File: src/logic/host_bus_pkg.sv
package host_bus_pkg;
	localparam int DATA_W = 32;
	localparam int ADDR_W = 32;
	localparam int REG_ADDR_W = 6;
	localparam int WAIT_CYCLES = 3;
	localparam int LINE_BEATS = 4;
	localparam int FIFO_DEPTH = 4;
	localparam logic [1:0] SIZE_LONG = 2'h0;
	localparam logic [1:0] SIZE_BYTE = 2'h1;
	localparam logic [1:0] SIZE_WORD = 2'h2;
	localparam logic [1:0] SIZE_LINE = 2'h3;
	localparam logic [ADDR_W-1:0] ADDR_STEP = 32'h0000_0004;

	typedef enum logic {
		MODE_ASYNC = 1'b0,
		MODE_SYNC = 1'b1
	} bus_mode_t;

	typedef enum logic [1:0] {
		S_IDLE = 2'b00,
		S_WAIT = 2'b01,
		S_TERM = 2'b10,
		S_HOLD = 2'b11
	} slave_state_t;

	typedef enum logic [2:0] {
		M_IDLE = 3'b000,
		M_REQ = 3'b001,
		M_OWN = 3'b010,
		M_ADDR = 3'b011,
		M_STRB = 3'b100,
		M_WAIT = 3'b101,
		M_REL = 3'b110
	} master_state_t;

	// Sizes the slave port cannot serve
	function automatic logic slave_size_bad(input bus_mode_t mode, input logic [1:0] size);
		slave_size_bad = (size == SIZE_WORD) || (mode == MODE_ASYNC && size == SIZE_LINE);
	endfunction : slave_size_bad
endpackage : host_bus_pkg

File: src/logic/sync_fifo.sv
`timescale 1ns/1ps
module sync_fifo #(
	parameter int WIDTH = 32,
	parameter int DEPTH = 4
) (
	// Clock and reset
	input wire logic i_clk,
	input wire logic i_reset_n,
	// Fill side
	input wire logic i_in_valid,
	output logic o_in_ready,
	input wire logic [WIDTH-1:0] i_in_data,
	// Drain side
	output logic o_out_valid,
	input wire logic i_out_ready,
	output logic [WIDTH-1:0] o_out_data
);
	localparam int PW = $clog2(DEPTH);
	localparam logic [PW:0] FULL_CNT = (PW+1)'(DEPTH);
	localparam logic [PW-1:0] LAST_IDX = PW'(DEPTH - 1);

	logic [WIDTH-1:0] mem_q [DEPTH];
	logic [PW-1:0] wr_ptr_q;
	logic [PW-1:0] rd_ptr_q;
	logic [PW:0] count_q;
	logic push;
	logic pop;

	assign o_in_ready = (count_q != FULL_CNT);
	assign o_out_valid = (count_q != '0);
	assign push = i_in_valid && o_in_ready;
	assign pop = o_out_valid && i_out_ready;
	assign o_out_data = mem_q[rd_ptr_q];

	always_ff @(posedge i_clk) begin
		if (push) begin
			mem_q[wr_ptr_q] <= i_in_data;
		end
	end

	always_ff @(posedge i_clk or negedge i_reset_n) begin
		if (!i_reset_n) begin
			wr_ptr_q <= '0;
			rd_ptr_q <= '0;
			count_q <= '0;
		end else begin
			if (push) begin
				wr_ptr_q <= (wr_ptr_q == LAST_IDX) ? '0 : wr_ptr_q + 1'b1;
			end
			if (pop) begin
				rd_ptr_q <= (rd_ptr_q == LAST_IDX) ? '0 : rd_ptr_q + 1'b1;
			end
			if (push && !pop) begin
				count_q <= count_q + 1'b1;
			end else if (pop && !push) begin
				count_q <= count_q - 1'b1;
			end
		end
	end
endmodule : sync_fifo

File: src/logic/host_bus_port.sv
`timescale 1ns/1ps
// What this block does
// Async host sets direction, address, size before address strobe.
// Chip select sampled on a clock edge after the address phase starts.
// Cache burst acknowledge held deasserted during async slave access.
// Three wait cycles before slave termination; read data driven.
// Async slave ends with slave done, or bus fault on error.
// Address strobe removal releases termination and read data.
// Sync host gives transfer start with address, drops it once sampled.
// Burst inhibit asserted during sync slave access.
// Sync slave fault asserts only error acknowledge, ends next edge.
// Good sync slave access waits for transfer acknowledge, then floats data.
// Fetch indicator asserted first, then bus request.
// On grant with grant ack idle: assert grant ack, owner, drop request.
// Control lines first, then address, size and write data.
// Async strobe with burst request; data strobe with it on reads, later on writes.
// Async line burst when slave acknowledges cache burst.
// Async bus fault plus halt means retry.
// Async clean termination starts next address phase if more remain.
// After last acknowledged cycle drop owner and grant ack.
// Sync master asserts in-progress and one-clock transfer start with address.
// Sync line burst when slave leaves burst inhibit unasserted.
// Sync error+ack retries, error alone faults, ack alone continues.
// Refused line burst uses threshold-length bursts.
// Static mode input selects async or sync sequences exclusively.
module host_bus_port import host_bus_pkg::*; #(
	parameter int CNT_W = 16,
	parameter int THR_W = 4
) (
	// Clock, reset and mode strap
	input wire logic i_clk,
	input wire logic i_reset_n,
	input wire logic i_bus_protocol_sel,
	// Host bus inputs
	input wire logic i_chip_sel_n,
	input wire logic i_addr_strobe_n,
	input wire logic i_xfer_begin_n,
	input wire logic i_rw,
	input wire logic [REG_ADDR_W-1:0] i_addr,
	input wire logic [1:0] i_xfer_size,
	input wire logic [DATA_W-1:0] i_data,
	input wire logic i_xfer_ack_n,
	input wire logic i_xfer_error_ack_n,
	input wire logic i_bus_fault_n,
	input wire logic i_halt_n,
	input wire logic i_sync_termination_n,
	input wire logic i_line_burst_ack_n,
	input wire logic i_burst_inhibit_n,
	input wire logic i_bus_grant_n,
	input wire logic i_grant_ack_n,
	// Host bus outputs
	output logic [DATA_W-1:0] o_data,
	output logic o_data_oe,
	output logic o_slave_done_n,
	output logic o_bus_fault_n,
	output logic o_xfer_error_ack_n,
	output logic o_slave_term_oe,
	output logic o_line_burst_ack_n,
	output logic o_burst_inhibit_n,
	output logic o_burst_ctl_oe,
	output logic o_bus_req_n,
	output logic o_fetch_n,
	output logic o_grant_ack_n,
	output logic o_grant_ack_oe,
	output logic o_master_n,
	output logic o_rw,
	output logic [1:0] o_snoop_ctl,
	output logic [2:0] o_function_code,
	output logic [1:0] o_xfer_type,
	output logic o_ctl_oe,
	output logic [ADDR_W-1:0] o_addr,
	output logic [1:0] o_xfer_size,
	output logic o_addr_oe,
	output logic o_addr_strobe_n,
	output logic o_data_strobe_n,
	output logic o_line_burst_req_n,
	output logic o_xfer_begin_n,
	output logic o_xfer_in_progress_n,
	output logic o_strobe_oe,
	// Internal register port
	output logic [REG_ADDR_W-1:0] o_reg_addr,
	output logic [DATA_W-1:0] o_reg_wdata,
	output logic o_reg_wr,
	output logic o_reg_rd,
	input wire logic [DATA_W-1:0] i_reg_rdata,
	input wire logic i_reg_fault,
	// Master request port
	input wire logic i_req_valid,
	output logic o_req_ready,
	input wire logic i_req_write,
	input wire logic i_req_fetch,
	input wire logic [ADDR_W-1:0] i_req_addr,
	input wire logic [CNT_W-1:0] i_req_words,
	input wire logic [1:0] i_req_snoop,
	input wire logic [2:0] i_req_fc,
	input wire logic [1:0] i_req_type,
	input wire logic [THR_W-1:0] i_threshold,
	input wire logic i_wr_valid,
	output logic o_wr_ready,
	input wire logic [DATA_W-1:0] i_wr_data,
	output logic o_rd_valid,
	input wire logic i_rd_ready,
	output logic [DATA_W-1:0] o_rd_data,
	output logic o_master_fault
);
	localparam logic [1:0] WAIT_LOAD = 2'(WAIT_CYCLES - 1);
	localparam logic [THR_W-1:0] LINE_LEFT = THR_W'(LINE_BEATS - 1);

	logic bs_s1_q, bs_s2_q, bs_s3_q, bs_f_q;
	bus_mode_t mode_q;
	slave_state_t s_q, s_d;
	master_state_t m_q, m_d;
	logic [1:0] wait_cnt_q;
	logic s_rd_q, s_fault_q;
	logic [1:0] s_size_q;
	logic [REG_ADDR_W-1:0] s_addr_q;
	logic [DATA_W-1:0] s_wdata_q;
	logic [DATA_W-1:0] data_out_q;
	logic bus_req_n_q, fetch_q, wr_q, first_q, fault_q;
	logic [ADDR_W-1:0] addr_q;
	logic [CNT_W-1:0] words_left_q;
	logic [THR_W-1:0] thr_q, own_left_q, own_next;
	logic [1:0] snoop_q, type_q;
	logic [2:0] fc_q;
	logic slave_start, owning, addr_phase, is_async, is_sync;
	logic retry, err, done, burst_ok, more, can_beat, beat_go, fifo_in_ready;

	// Mode strap filter, frozen while any access runs
	always_ff @(posedge i_clk or negedge i_reset_n) begin
		if (!i_reset_n) begin
			bs_s1_q <= 1'b0;
			bs_s2_q <= 1'b0;
			bs_s3_q <= 1'b0;
			bs_f_q <= 1'b0;
			mode_q <= MODE_ASYNC;
		end else begin
			bs_s1_q <= i_bus_protocol_sel;
			bs_s2_q <= bs_s1_q;
			bs_s3_q <= bs_s2_q;
			if (bs_s2_q == bs_s3_q) begin
				bs_f_q <= bs_s2_q;
			end
			if (s_q == S_IDLE && m_q == M_IDLE) begin
				mode_q <= bus_mode_t'(bs_f_q);
			end
		end
	end

	assign is_async = (mode_q == MODE_ASYNC);
	assign is_sync = (mode_q == MODE_SYNC);
	assign owning = (m_q == M_OWN) || (m_q == M_ADDR) || (m_q == M_STRB) || (m_q == M_WAIT);
	assign addr_phase = (m_q == M_ADDR) || (m_q == M_STRB) || (m_q == M_WAIT);

	// Slave access start
	assign slave_start = !owning && !i_chip_sel_n
		&& (is_async ? !i_addr_strobe_n : !i_xfer_begin_n);

	always_comb begin
		s_d = s_q;
		case (s_q)
			S_IDLE: if (slave_start) s_d = S_WAIT;
			S_WAIT: if (wait_cnt_q == 2'h0) s_d = S_TERM;
			S_TERM: begin
				if (is_async) begin
					if (i_addr_strobe_n) s_d = S_IDLE;
				end else begin
					s_d = s_fault_q ? S_IDLE : S_HOLD;
				end
			end
			S_HOLD: if (!i_xfer_ack_n) s_d = S_IDLE;
			default: s_d = S_IDLE;
		endcase
	end

	always_ff @(posedge i_clk or negedge i_reset_n) begin
		if (!i_reset_n) begin
			s_q <= S_IDLE;
			wait_cnt_q <= 2'h0;
			s_rd_q <= 1'b0;
			s_fault_q <= 1'b0;
			s_size_q <= SIZE_LONG;
			s_addr_q <= '0;
			s_wdata_q <= '0;
		end else begin
			s_q <= s_d;
			if (s_q == S_IDLE && slave_start) begin
				wait_cnt_q <= WAIT_LOAD;
				s_rd_q <= i_rw;
				s_size_q <= i_xfer_size;
				s_addr_q <= i_addr;
				s_wdata_q <= i_data;
			end else if (s_q == S_WAIT) begin
				wait_cnt_q <= wait_cnt_q - 2'h1;
			end
			if (s_q == S_WAIT && wait_cnt_q == 2'h0) begin
				s_fault_q <= slave_size_bad(mode_q, s_size_q) || i_reg_fault;
			end
		end
	end

	assign o_reg_addr = s_addr_q;
	assign o_reg_wdata = s_wdata_q;
	assign o_reg_rd = (s_q == S_WAIT) && (wait_cnt_q == WAIT_LOAD) && s_rd_q;
	assign o_reg_wr = (s_q == S_WAIT) && (wait_cnt_q == WAIT_LOAD) && !s_rd_q;

	// Slave termination
	assign o_slave_done_n = !(s_q == S_TERM && !s_fault_q);
	assign o_bus_fault_n = !(is_async && s_q == S_TERM && s_fault_q);
	assign o_xfer_error_ack_n = !(is_sync && s_q == S_TERM && s_fault_q);
	assign o_slave_term_oe = (s_q != S_IDLE);
	assign o_line_burst_ack_n = 1'b1;
	assign o_burst_inhibit_n = !(is_sync && s_q != S_IDLE);
	assign o_burst_ctl_oe = (s_q != S_IDLE);

	// Master termination decode
	always_comb begin
		if (is_async) begin
			retry = !i_bus_fault_n && !i_halt_n;
			err = !i_bus_fault_n && i_halt_n;
			done = !i_sync_termination_n && i_bus_fault_n && i_halt_n;
			burst_ok = !i_line_burst_ack_n;
		end else begin
			retry = !i_xfer_error_ack_n && !i_xfer_ack_n;
			err = !i_xfer_error_ack_n && i_xfer_ack_n;
			done = !i_xfer_ack_n && i_xfer_error_ack_n;
			burst_ok = i_burst_inhibit_n;
		end
	end

	// Beats left in this ownership
	assign own_next = first_q ? (burst_ok ? LINE_LEFT : thr_q - 1'b1)
		: own_left_q - 1'b1;
	assign more = (words_left_q > CNT_W'(1)) && (own_next != '0);
	assign can_beat = wr_q ? i_wr_valid : fifo_in_ready;
	assign beat_go = (m_q == M_OWN && can_beat)
		|| (m_q == M_WAIT && done && more && wr_q && i_wr_valid);

	always_comb begin
		m_d = m_q;
		case (m_q)
			M_IDLE: if (i_req_valid) m_d = M_REQ;
			M_REQ: if (!bus_req_n_q && !i_bus_grant_n && i_grant_ack_n) m_d = M_OWN;
			M_OWN: if (can_beat) m_d = M_ADDR;
			M_ADDR: m_d = is_sync ? M_WAIT : M_STRB;
			M_STRB: m_d = M_WAIT;
			M_WAIT: begin
				if (retry) m_d = M_ADDR;
				else if (err) m_d = M_REL;
				else if (done) m_d = more ? (beat_go ? M_ADDR : M_OWN) : M_REL;
			end
			M_REL: m_d = (words_left_q != '0) ? M_REQ : M_IDLE;
			default: m_d = M_IDLE;
		endcase
	end

	always_ff @(posedge i_clk or negedge i_reset_n) begin
		if (!i_reset_n) begin
			m_q <= M_IDLE;
			bus_req_n_q <= 1'b1;
			fetch_q <= 1'b0;
			wr_q <= 1'b0;
			first_q <= 1'b0;
			fault_q <= 1'b0;
			addr_q <= '0;
			words_left_q <= '0;
			thr_q <= '0;
			own_left_q <= '0;
			snoop_q <= 2'h0;
			type_q <= 2'h0;
			fc_q <= 3'h0;
		end else begin
			m_q <= m_d;
			bus_req_n_q <= !(m_q == M_REQ && m_d == M_REQ);
			fault_q <= (m_q == M_WAIT) && !retry && err;
			if (m_q == M_IDLE && i_req_valid) begin
				fetch_q <= i_req_fetch;
				wr_q <= i_req_write;
				addr_q <= i_req_addr;
				words_left_q <= i_req_words;
				snoop_q <= i_req_snoop;
				fc_q <= i_req_fc;
				type_q <= i_req_type;
				thr_q <= (i_threshold == '0) ? THR_W'(1) : i_threshold;
			end
			if (m_q == M_REQ && m_d == M_OWN) begin
				first_q <= 1'b1;
			end
			if (m_q == M_WAIT && !retry) begin
				if (err) begin
					words_left_q <= '0;
				end else if (done) begin
					words_left_q <= words_left_q - 1'b1;
					addr_q <= addr_q + ADDR_STEP;
					own_left_q <= own_next;
					first_q <= 1'b0;
				end
			end
			if (m_q == M_REL) begin
				if (words_left_q == '0) fetch_q <= 1'b0;
			end
		end
	end

	// Data output register
	always_ff @(posedge i_clk or negedge i_reset_n) begin
		if (!i_reset_n) begin
			data_out_q <= '0;
		end else if (s_q == S_WAIT && wait_cnt_q == 2'h0) begin
			data_out_q <= i_reg_rdata;
		end else if (beat_go && wr_q) begin
			data_out_q <= i_wr_data;
		end
	end

	assign o_data = data_out_q;
	assign o_data_oe = (s_rd_q && ((s_q == S_TERM && !s_fault_q) || s_q == S_HOLD))
		|| (addr_phase && wr_q);
	assign o_wr_ready = beat_go && wr_q;
	assign o_req_ready = (m_q == M_IDLE);
	assign o_master_fault = fault_q;

	// Master pin drive
	assign o_bus_req_n = bus_req_n_q;
	assign o_fetch_n = !fetch_q;
	assign o_grant_ack_n = !owning;
	assign o_master_n = !owning;
	assign o_grant_ack_oe = owning;
	assign o_ctl_oe = owning;
	assign o_rw = !wr_q;
	assign o_snoop_ctl = snoop_q;
	assign o_function_code = fc_q;
	assign o_xfer_type = type_q;
	assign o_addr = addr_q;
	assign o_xfer_size = SIZE_LONG;
	assign o_addr_oe = addr_phase;
	assign o_strobe_oe = owning;
	assign o_addr_strobe_n = !(is_async && (m_q == M_STRB || m_q == M_WAIT));
	assign o_line_burst_req_n = !(is_async && (m_q == M_STRB || m_q == M_WAIT));
	assign o_data_strobe_n = !(is_async && (m_q == M_WAIT || (m_q == M_STRB && !wr_q)));
	assign o_xfer_begin_n = !(is_sync && m_q == M_ADDR);
	assign o_xfer_in_progress_n = !(is_sync && addr_phase);

	sync_fifo #(.WIDTH(DATA_W), .DEPTH(FIFO_DEPTH)) u_rd_fifo (
		.i_clk(i_clk),
		.i_reset_n(i_reset_n),
		.i_in_valid(m_q == M_WAIT && done && !wr_q),
		.o_in_ready(fifo_in_ready),
		.i_in_data(i_data),
		.o_out_valid(o_rd_valid),
		.i_out_ready(i_rd_ready),
		.o_out_data(o_rd_data)
	);
endmodule : host_bus_port

File: config.mk
export PLATFORM = sky130hd
export DESIGN_NAME = host_bus_port
export DESIGN_NICKNAME = d
export VERILOG_FILES = /design/src/logic/host_bus_pkg.sv /design/src/logic/sync_fifo.sv /design/src/logic/host_bus_port.sv
export SDC_FILE = /design/constraint.sdc
export NUM_CORES = 1
export LEC_CHECK = 0
export BUFFER_PORTS_ARGS = -buffer_cell sky130_fd_sc_hd__buf_4
export CELL_PAD_IN_SITES_DETAIL_PLACEMENT = 0
export CELL_PAD_IN_SITES_GLOBAL_PLACEMENT = 1
export CORE_MARGIN = 4
export CORE_UTILIZATION = 41
export DETAILED_ROUTE_END_ITERATION = 8
export HOLD_SLACK_MARGIN = 0.1
export PLACE_DENSITY_LB_ADDON = 0.1
export REMOVE_ABC_BUFFERS = 1
export SLEW_MARGIN = 5
export SYNTH_ARGS = -nofsm -noshare
export SYNTH_HDL_FRONTEND = slang
export SYNTH_SLANG_ARGS = --single-unit
File: constraint.sdc
create_clock -name i_clk -period 3.18 [get_ports i_clk]
set_clock_uncertainty 0.1 [all_clocks]
set_input_delay 0.954 -clock i_clk [delete_from_list [all_inputs] [get_ports i_clk]]
set_output_delay 0.954 -clock i_clk [all_outputs]
set_load 0.03 [all_outputs]
# After elaboration in Yosys (flattened, before gate mapping)
# Memories as Yosys holds them, arrays and structs flattened.
# Cells that the tools add are included.
# word_totals
mem_count	1
word_cells	218
reg_bits	161
mem_bits_rw	128
inputBits	185
out_inout_bits	171
# classes
n_eq_ne	22
reduce_logical	102
mux	52
magnitude_cmp	1
bitwise	2
add_sub_neg	9
# memory_table
memory	words	word_bits	rd	rd_clocked_by_memory_dff	write_ports	line	text
u_rd_fifo.mem_q	4	32	1	0	1	sync_fifo.sv:22	logic [WIDTH-1:0] mem_q [DEPTH];
# ops
operator	n
32-bit two-way mux	6
16-bit two-way mux	4
1-bit logical AND	48
32-bit by 3-bit adder with 32-bit output (second input constant)	1
1-bit zero test	28
3-bit two-way mux	9
3-bit case mux with 7 select lines	1
2-bit two-way mux	10
1-bit two-way mux	18
16-bit by 1-bit > comparator with 1-bit output (second input constant)	1
16-bit zero test	1
16-bit nonzero test	1
16-bit by 1-bit subtractor with 16-bit output (second input constant)	1
2-bit == test (second input constant)	7
1-bit logical OR	12
4-bit two-way mux	3
3-bit by 2-bit == test with 1-bit output (second input constant)	3
3-bit == test (second input constant)	3
2-bit case mux with 4 select lines	1
2-bit nonzero test	4
4-bit by 1-bit subtractor with 4-bit output (second input constant)	2
3-bit by 1-bit == test with 1-bit output (second input constant)	2
3-bit inequality test (second input constant)	2
2-bit by 1-bit adder with 2-bit output (second input constant)	2
other kinds (15)	18

# Logic depth before layout (Yosys ltp)
# Gate-level depths: netlist of run 1.
# depth
depth_word	22
depth_mapped	11
ltp_nobuf	9

# Modules after synthesis
# Synthesis of run 1 repeated with hierarchy kept, for this count alone.
# hier_totals
cells_unflattened	1020
hier_area_um2	12729.7
# modules_own_cells
module	area_per_inst_um2	n_inst	seq_area_each_um2	cells_each
host_bus_port	7674.9	1	3854.9	816
sync_fifo	5054.8	1	4018.9	204

# Least setup slack after synthesis of run 1
# Ideal clock, no wire load.
# synth_path
path_kind	input -> output
start	input i_sync_termination_n
end	output o_wr_ready
n_path_buf	2
path_stages	7
setup_slack_ps	-315
arrival_ps	2441
t_required_ps	2126
cell_sequence	and4bb_1 > o21a_1 > buf_2 > nor2_1 > a211o_4 > buf_6 > nor2_1
# synth_between
elab_chain_len	10
# synth_rtl
item	line	text
from (decl)	host_bus_port.sv:46	input wire logic i_sync_termination_n,
1-bit zero test	host_bus_port.sv:220	done = !i_sync_termination_n && i_bus_fault_n && i_halt_n;
1-bit logical AND (2 in a row)	host_bus_port.sv:220	
1-bit two-way mux	host_bus_port.sv:217	if (is_async) begin
1-bit logical AND (4 in a row)	host_bus_port.sv:236	|| (m_q == M_WAIT && done && more && wr_q && i_wr_valid);
1-bit logical OR	host_bus_port.sv:236	
1-bit logical AND	host_bus_port.sv:318	assign o_wr_ready = beat_go && wr_q;
to (decl)	host_bus_port.sv:99	output logic o_wr_ready,
# No other way between the ends.

# Worst setup path in the final report of run 1
# layout_path
start	register words_left_q[3]
end	output o_wr_ready
# layout_between
elab_chain_len	7
# layout_rtl
item	line	text
from (decl)	host_bus_port.sv:121	logic [CNT_W-1:0] words_left_q;
from (signal assigned)	host_bus_port.sv:279	words_left_q <= i_req_words;
from (signal assigned)	host_bus_port.sv:292	words_left_q <= words_left_q - 1'b1;
16-bit by 1-bit > comparator with 1-bit output	host_bus_port.sv:233	assign more = (words_left_q > CNT_W'(1)) && (own_next != '0);
1-bit logical AND	host_bus_port.sv:233	
1-bit logical AND (3 in a row)	host_bus_port.sv:236	
1-bit logical OR	host_bus_port.sv:236	
1-bit logical AND	host_bus_port.sv:318	
# No other way between the ends.

==> key figures, run 1 <==
Drt
  • Initial DRT Pass Iterations: 5
  • Number of vias per cell: 5.32
  • Iter 0 DRT Violations: 463
  • Routed len/inst: 19.1 um
  • Drc violations: 0
  • Detailed Route WL: 35400 um
  • Vias: 9855
  • ANT nets after route: 0

Floorplan
  • Initial Util: 41.7%
  • # rows: 64
  • Boundary pin count: 356
  • Core ar.: 0.0307 mm^2
  • Die W: 185 um
  • Die ar.: 0.0342 mm^2
  • Die H: 185 um

Timing
  • TNS Setup: -0.102 ns
  • Endpoints failing setup: 1
  • Worst slew pin tran: 1.03 ns
  • Worst Slack Setup Final: -0.102 ns
  • Slew headroom: 30.8%
  • Fmax: 305 MHz
  • Min Tclk post-route: 3.28 ns
  • RSZ-0062 raised after global routing: yes
  • Slew Viols, Final: 0
  • Crit share post-route: 103%
  • Hold Fails Final Rpt: 0

Place
  • Area post-placement: 0.0162 mm^2
  • DPL Wire Length: 24400 um
  • PortBufs: 352
  • Routability cong.: 0.817
  • Inst Count DP: 1782

Critical path
  • Critical Path Fanout Max: 6
  • R2r setup slk: 0.44 ns
  • RR Startpoint: m_q[2]$_DFF_PN0_
  • Reg2Reg Depth: 10
  • Worst Setup End Kind: primary output
  • Slowest CP cell: or4_4
  • Crit-path max cell delay: 0.58 ns
  • Crit path arrival time: 2.23 ns
  • Startpoint types: flop
  • Top delay family on crit path: simple AND/OR/NAND/NOR gates
  • Critical path buffers and inverters: 1
  • Required time of the critical path: 2.13 ns
  • Critical path class: flop to primary output
  • RR Endpoint: u_rd_fifo.count_q[2]$_DFFE_PN0P_
  • Cell Chain, Critical Path: or4_4, nor4_4, a211o_4, nor2_2, buf_6

Clock tree
  • # clock sinks: 289
  • Root buffer cell: clkbuf_16
  • CTS max path bufs: 3
  • Num CTS Buffers: 34
  • Clk slew on worst S/H paths: 0.05 ns
  • Hold_buf cts: 0
  • CTS tree: done
  • Clk_lat worst skew: 0.50 ns
  • H-tree levels: 2

Status
  • Failing checks: negative setup slack
  • Status: finished with violations

GRT
  • Vias in the first global route: 9775
  • First-pass GRT wire length: 54400 um
  • Largest net degree at the start of global routing: 57
  • All-Layer GR Usage: 20.1%
  • Antenna violations before repair: 0
  • Congestion Overflow GR: 0

Logic synthesis
  • Yosys warnings: 0
  • Number of flops mapped to enable cells by yosys: 128
  • Seq/Total Area, Yosys: 61.4%
  • Cell area after synthesis: 0.0128 mm^2
  • Synth async-reset ratio: 55.7%
  • Synth area leaders: dfrtp_1 31%, edfxtp_1 30%, mux4_2 5.6%, mux2_2 4.0%, nor2_1 3.5%
  • Synthesis-stage register bit count: 289
  • Primary FF master, synth: dfrtp_1
  • Top-area cell type share of the netlist area: 31.2%
  • Avg Cell Area, Syn: 12.1 um^2
  • Count of different cell masters after synthesis: 70
  • Synth Instances: 1058
  • Synth area leader: dfrtp_1

Pwr
  • Pwr per Cell Area: 1020 mW/mm^2
  • Worst IR drop on VDD: 0.597 mV
  • Tot Pwr: 17800 uW
  • Static Leak: 0.00731 uW

Cells and area
  • Most frequent cells in the layout: 390 x buf_4, 154 x dfrtp_1, 128 x edfxtp_1
  • Antenna cells: 0
  • FILL cells: 2677
  • Proportion of layout cells with a drive suffix above 1: 38.5%
  • Fin cells: 1852
  • Fin area: 0.0174 mm^2
  • Fin util: 56.7%
  • Area delta synth->final: 36.1%
  • Most common cell after layout, fill and taps aside: buf_4
  • Layout net count: 1631

Min path
  • HP Class: primary input to async pin

Flow run
  • Max Cap Viol: 0
## power by group
group	leakage [uW]	internal [uW]	total [uW]	switching, uW
Clock	0.000572	2500	4000	1500
Sequential	0.00302	4940	5760	819
Combinational	0.00371	3300	8030	4740
## final cells by class
cell class | count | area (um^2) | area share [%]
clock buffers | 44 | 940 | 5.39
clock inverters | 17 | 226 | 1.30
inverters | 28 | 105 | 0.603
multi-input cells | 671 | 4540 | 26.0
flip-flops and latches | 289 | 7880 | 45.2
well taps | 396 | 495 | 2.84
repair buffers | 407 | 3250 | 18.6
## metrics by stage
step / hold WS, ns / worst slack (ns)
after global routing: 0.262 / -0.161
after CTS: 0.248 / -0.145
after floorplan: 0.231 / -0.906
after detailed placement: 0.257 / -0.0700
after global placement: 0.263 / -0.0613
final: 0.249 / -0.102
## kinds of logic (layout without fill, tap and decap cells)
family | count (synthesis) | in the layout | share of synthesized area (%)
simple gates | 343 | 343 | 12.4
flops | 289 | 289 | 61.4
compound gates | 222 | 222 | 10.7
buf+inv | 99 | 496 | 3.58
mux | 79 | 79 | 9.73
fa+ha+maj | 16 | 16 | 1.60
xor+xnor | 8 | 8 | 0.547
other cells | 2 | 3 | 0.0586
## sequential cells by signal, indices dropped and copies added, names as in the netlist, 4 cells and up
register         flops
thr_q                4
own_left_q           4
o_reg_wdata         32
o_reg_addr           6
o_addr              32
u_rd_fifo.mem_q    128
o_data              32
words_left_q        16
## repair_timing
| action | 4_1_cts | 5_1_grt |
|---|---|---|
| gates resized for setup | 7 | 8 |
| endpoints found under the setup margin | 1 | 22 |
| hold endpoints to repair | 0 | 0 |
| pin swaps | 3 | 4 |
| setup buffers | 2 | 7 |
## worst max path at each step
stage	from	depth (start not counted)	to	slack, ns
after floorplan	i_sync_termination_n	5	o_wr_ready	-0.91
after global placement	i_sync_termination_n	7	o_wr_ready	-0.06
after detailed placement	i_sync_termination_n	7	o_wr_ready	-0.07
after CTS	words_left_q[6]$_DFF_PN0_	5	o_wr_ready	-0.15
after global routing	words_left_q[6]$_DFF_PN0_	5	o_wr_ready	-0.16
final	words_left_q[3]$_DFF_PN0_	5	o_wr_ready	-0.10
## cells in the mapped netlist, types with 5 or more instances
library cell,n
a211oi_1,18
a21oi_1,48
a311oi_1,6
a31oi_1,36
and2_1,6
and3_1,13
buf_2,17
buf_4,9
clkbuf_1,35
dfrtp_1,160
edfxtp_1,128
ha_1,14
inv_1,28
mux2_2,45
mux4_2,32
nand2_1,89
nand2b_1,6
nand3_1,50
nand4_1,5
nor2_1,118
nor2b_1,5
nor3_1,26
nor4_1,5
o21ai_0,54
o21ai_1,20
o22ai_1,5
## per-layer routing
| layer | routed length [um] | share of wire (%) | global-route usage (%) | up-vias |
|---|---|---|---|---|
| met2 | 17300 | 49 | 33.3 | 321 |
| li1 | - | - | - | 4647 |
| met3 | 2450 | 6.9 | 4.89 | 52 |
| met5 | 0 | 0 | 0 | - |
| met1 | 14900 | 42 | 26.7 | 4835 |
| met4 | 768 | 2.2 | 5.20 | 0 |
Power figures use the tool's default switching activity.
==> run 2: changes to the inputs <==
CORE_UTILIZATION = 42   (was 41)
CTS_BUF_LIST = sky130_fd_sc_hd__clkbuf_8   (was not set)
==> run 2 against run 1 <==
  * The flow still finishes with violations (negative setup slack)
  * Via count up 0.67%
  * Setup slack worse by 0.044 ns
  * Combinational power down 1%
  * Global-route usage up 0.17 points
  * First-iteration DRC count up 38%
  * Maximum frequency down 1.3%
  * Critical path type unchanged
  * Largest cell class unchanged
  * Highest routed layer unchanged
==> key figures, run 2 (synthesis gave the netlist of run 1 again) <==
Status
  • Status: finished with violations (unchanged)
  • Failing checks: negative setup slack (unchanged)

GRT
  • Largest net degree at the start of global routing: 54 (was 57)
  • Antenna violations before repair: 0 (unchanged)
  • All-Layer GR Usage: 20.2% (was 20.1%)
  • First-pass GRT wire length: 54300 um (was 54400 um)
  • Congestion Overflow GR: 0 (unchanged)
  • Vias in the first global route: 10000 (was 9775)

Drt
  • Detailed Route WL: 34900 um (was 35400 um)
  • Drc violations: 0 (unchanged)
  • Number of vias per cell: 5.27 (was 5.32)
  • ANT nets after route: 0 (unchanged)
  • Vias: 9921 (was 9855)
  • Iter 0 DRT Violations: 640 (was 463)
  • Initial DRT Pass Iterations: 5 (unchanged)
  • Routed len/inst: 18.5 um (was 19.1 um)

Critical path
  • Critical Path Fanout Max: 3 (was 6)
  • Startpoint types: flop (unchanged)
  • Crit path arrival time: 2.27 ns (was 2.23 ns)
  • Required time of the critical path: 2.13 ns (about the same)
  • Critical path class: flop to primary output (unchanged)
  • Worst Setup End Kind: primary output (unchanged)

Place
  • Routability cong.: 0.810 (was 0.817)
  • PortBufs: 352 (unchanged)
  • DPL Wire Length: 24700 um (was 24400 um)
  • Pre-CTS setup slack: -0.116 ns (was -0.0700 ns)

Pwr
  • P_int: 10100 uW (was 10700 uW)
  • Comb power frac: 46.3% (was 45.2%)
  • P_sw: 7060 uW (about the same)
  • Pwr per Cell Area: 989 mW/mm^2 (was 1020 mW/mm^2)
  • Sw Ratio: 41.2% (was 39.7%)
  • Seq pwr share: 33.6% (was 32.4%)
  • Tot Pwr: 17100 uW (was 17800 uW)
  • Clock Power Share: 20.1% (was 22.5%)
  • Worst IR drop on VDD: 0.513 mV (was 0.597 mV)
  • Static Leak: 0.00735 uW (was 0.00731 uW)

Timing
  • Min Tclk post-route: 3.33 ns (was 3.28 ns)
  • Slew Viols, Final: 0 (unchanged)
  • Slew headroom: 57.8% (was 30.8%)
  • Crit share post-route: 105% (was 103%)
  • Fmax: 301 MHz (was 305 MHz)
  • RSZ-0062 raised after global routing: yes (unchanged)
  • Worst slew pin tran: 0.633 ns (was 1.03 ns)
  • Endpoints failing setup: 1 (unchanged)
  • Worst Slack Setup Final: -0.145 ns (was -0.102 ns)
  • Hold Fails Final Rpt: 0 (unchanged)

Cells and area
  • Layout net count: 1651 (was 1631)
  • Number of flip-flops in the largest register: 128 (unchanged)
  • Antenna cells: 0 (unchanged)
  • Proportion of layout cells with a drive suffix above 1: 39.9% (was 38.5%)
  • Most flops, register: u_rd_fifo.mem_q (unchanged)
  • Most common cell after layout, fill and taps aside: buf_4 (unchanged)
  • Area delta synth->final: 35.2% (was 36.1%)
  • Most frequent cells in the layout: 397 x buf_4, 154 x dfrtp_1, 128 x edfxtp_1 (was 390 x buf_4, 154 x dfrtp_1, 128 x edfxtp_1)
  • Fin util: 58.0% (was 56.7%)
  • FILL cells: 2526 (was 2677)

Floorplan
  • Core ar.: 0.0299 mm^2 (was 0.0307 mm^2)
  • # rows: 63 (was 64)
  • Die H: 183 um (was 185 um)
  • Boundary pin count: 356 (unchanged)
  • Die W: 183 um (was 185 um)
  • Die ar.: 0.0334 mm^2 (was 0.0342 mm^2)
  • Initial Util: 42.9% (was 41.7%)

Clock tree
  • CTS tree: done (unchanged)
  • Clk slew on worst S/H paths: 0.06 ns (was 0.05 ns)
  • # clock sinks: 289 (unchanged)
  • Clk_lat worst skew: 0.58 ns (was 0.50 ns)
  • Num CTS Buffers: 50 (was 34)
  • CTS max path bufs: 3 (unchanged)
  • H-tree levels: 2 (unchanged)
  • Root buffer cell: clkbuf_8 (was clkbuf_16)

Min path
  • HP Class: primary input to async pin (unchanged)

Flow run
  • Max Cap Viol: 0 (unchanged)
==> run 2: cell count changes in the layout (fill, tap and decap cells not counted), moves of 3 or more <==
cell,change
clkinv_1,-3
clkbuf_16,-35
clkbuf_8,+64
clkinv_2,+3
clkbuf_1,-6
buf_4,+7
and3_2,+4
inv_1,+13
bufinv_16,-5
and3_1,-4
buf_12,-3
==> run 2: repair_timing <==
| action | CTS | global route |
|---|---|---|
| setup buffers | 5 | 2 |
| pin swaps | 3 | 3 |
| setup endpoints to repair | 25 | 2 |
| hold buffers | 0 | 0 |
| gates resized for setup | 6 | 5 |
==> run 2: layer usage <==
metal | up-vias | wire length [um] | global-route usage (%)
met2 | 382 | 16800 | 33.1
li1 | 4694 | - | -
met1 | 4792 | 14500 | 26.7
met3 | 53 | 2930 | 5.74
met5 | - | 0 | 0
met4 | 0 | 698 | 5.19
==> run 2: worst max-delay path, stage by stage, from the launching register on <==
cell,delay [ns]
dfrtp_1,0.39
or4_4,0.58
nor4_4,0.37
a211o_4,0.19
nor2_2,0.04
buf_6,0.14
==> run 2: path summary, 6_finish.rpt <==
check / from / endpoint / slack (ns) / depth (start not counted)
worst min register to register: bs_s1_q$_DFF_PN0_ / bs_s2_q$_DFF_PN0_ / 0.25 / 0
min in group i_clk: bs_s1_q$_DFF_PN0_ / bs_s2_q$_DFF_PN0_ / 0.25 / 0
worst min-delay path: i_reset_n / o_addr[25]$_DFF_PN0_ / 0.24 / 1
worst max register to register: words_left_q[8]$_DFF_PN0_ / o_data[14]$_DFFE_PN0P_ / 0.71 / 7
worst max-delay path: words_left_q[8]$_DFF_PN0_ / o_wr_ready / -0.15 / 5
max in group asynchronous: i_reset_n / o_bus_req_n$_DFF_PN1_ / 1.98 / 2
==> run 2: per-stage QoR <==
step                setup TNS [ns]  hold slack [ns]  area [um^2]  instances
floorplan                   -83.92            0.231        12500        988
global placement            -0.119            0.253        16200       1782
detailed placement          -0.116            0.243        16200       1782
global route                -0.310            0.244        17300       1883
finish                      -0.145            0.239        17300       1883
CTS                         -0.208            0.237        17300       1881
==> run 2: power groups by stage <==
| stage | clock network (uW) | registers, uW | logic, uW |
|---|---|---|---|
| after floorplan | 0 | 7160 | 3390 |
| after global routing | 3730 | 5920 | 8540 |
| final | 3430 | 5760 | 7930 |
| after CTS | 3550 | 5760 | 8010 |
| after global placement | 0 | 5800 | 7870 |
| after detailed placement | 0 | 5830 | 7930 |
==> run 2: final cells by class <==
cell class / instances / area [um^2] / area share, %
Sequential cell: 289 / 7880 / 45.5
Multi-Input combinational cell: 671 / 4540 / 26.2
Timing Repair Buffer: 411 / 3240 / 18.7
Clock buffer: 67 / 922 / 5.32
Tap cell: 390 / 488 / 2.82
Clock inverter: 27 / 145 / 0.838
Inverter: 28 / 105 / 0.607
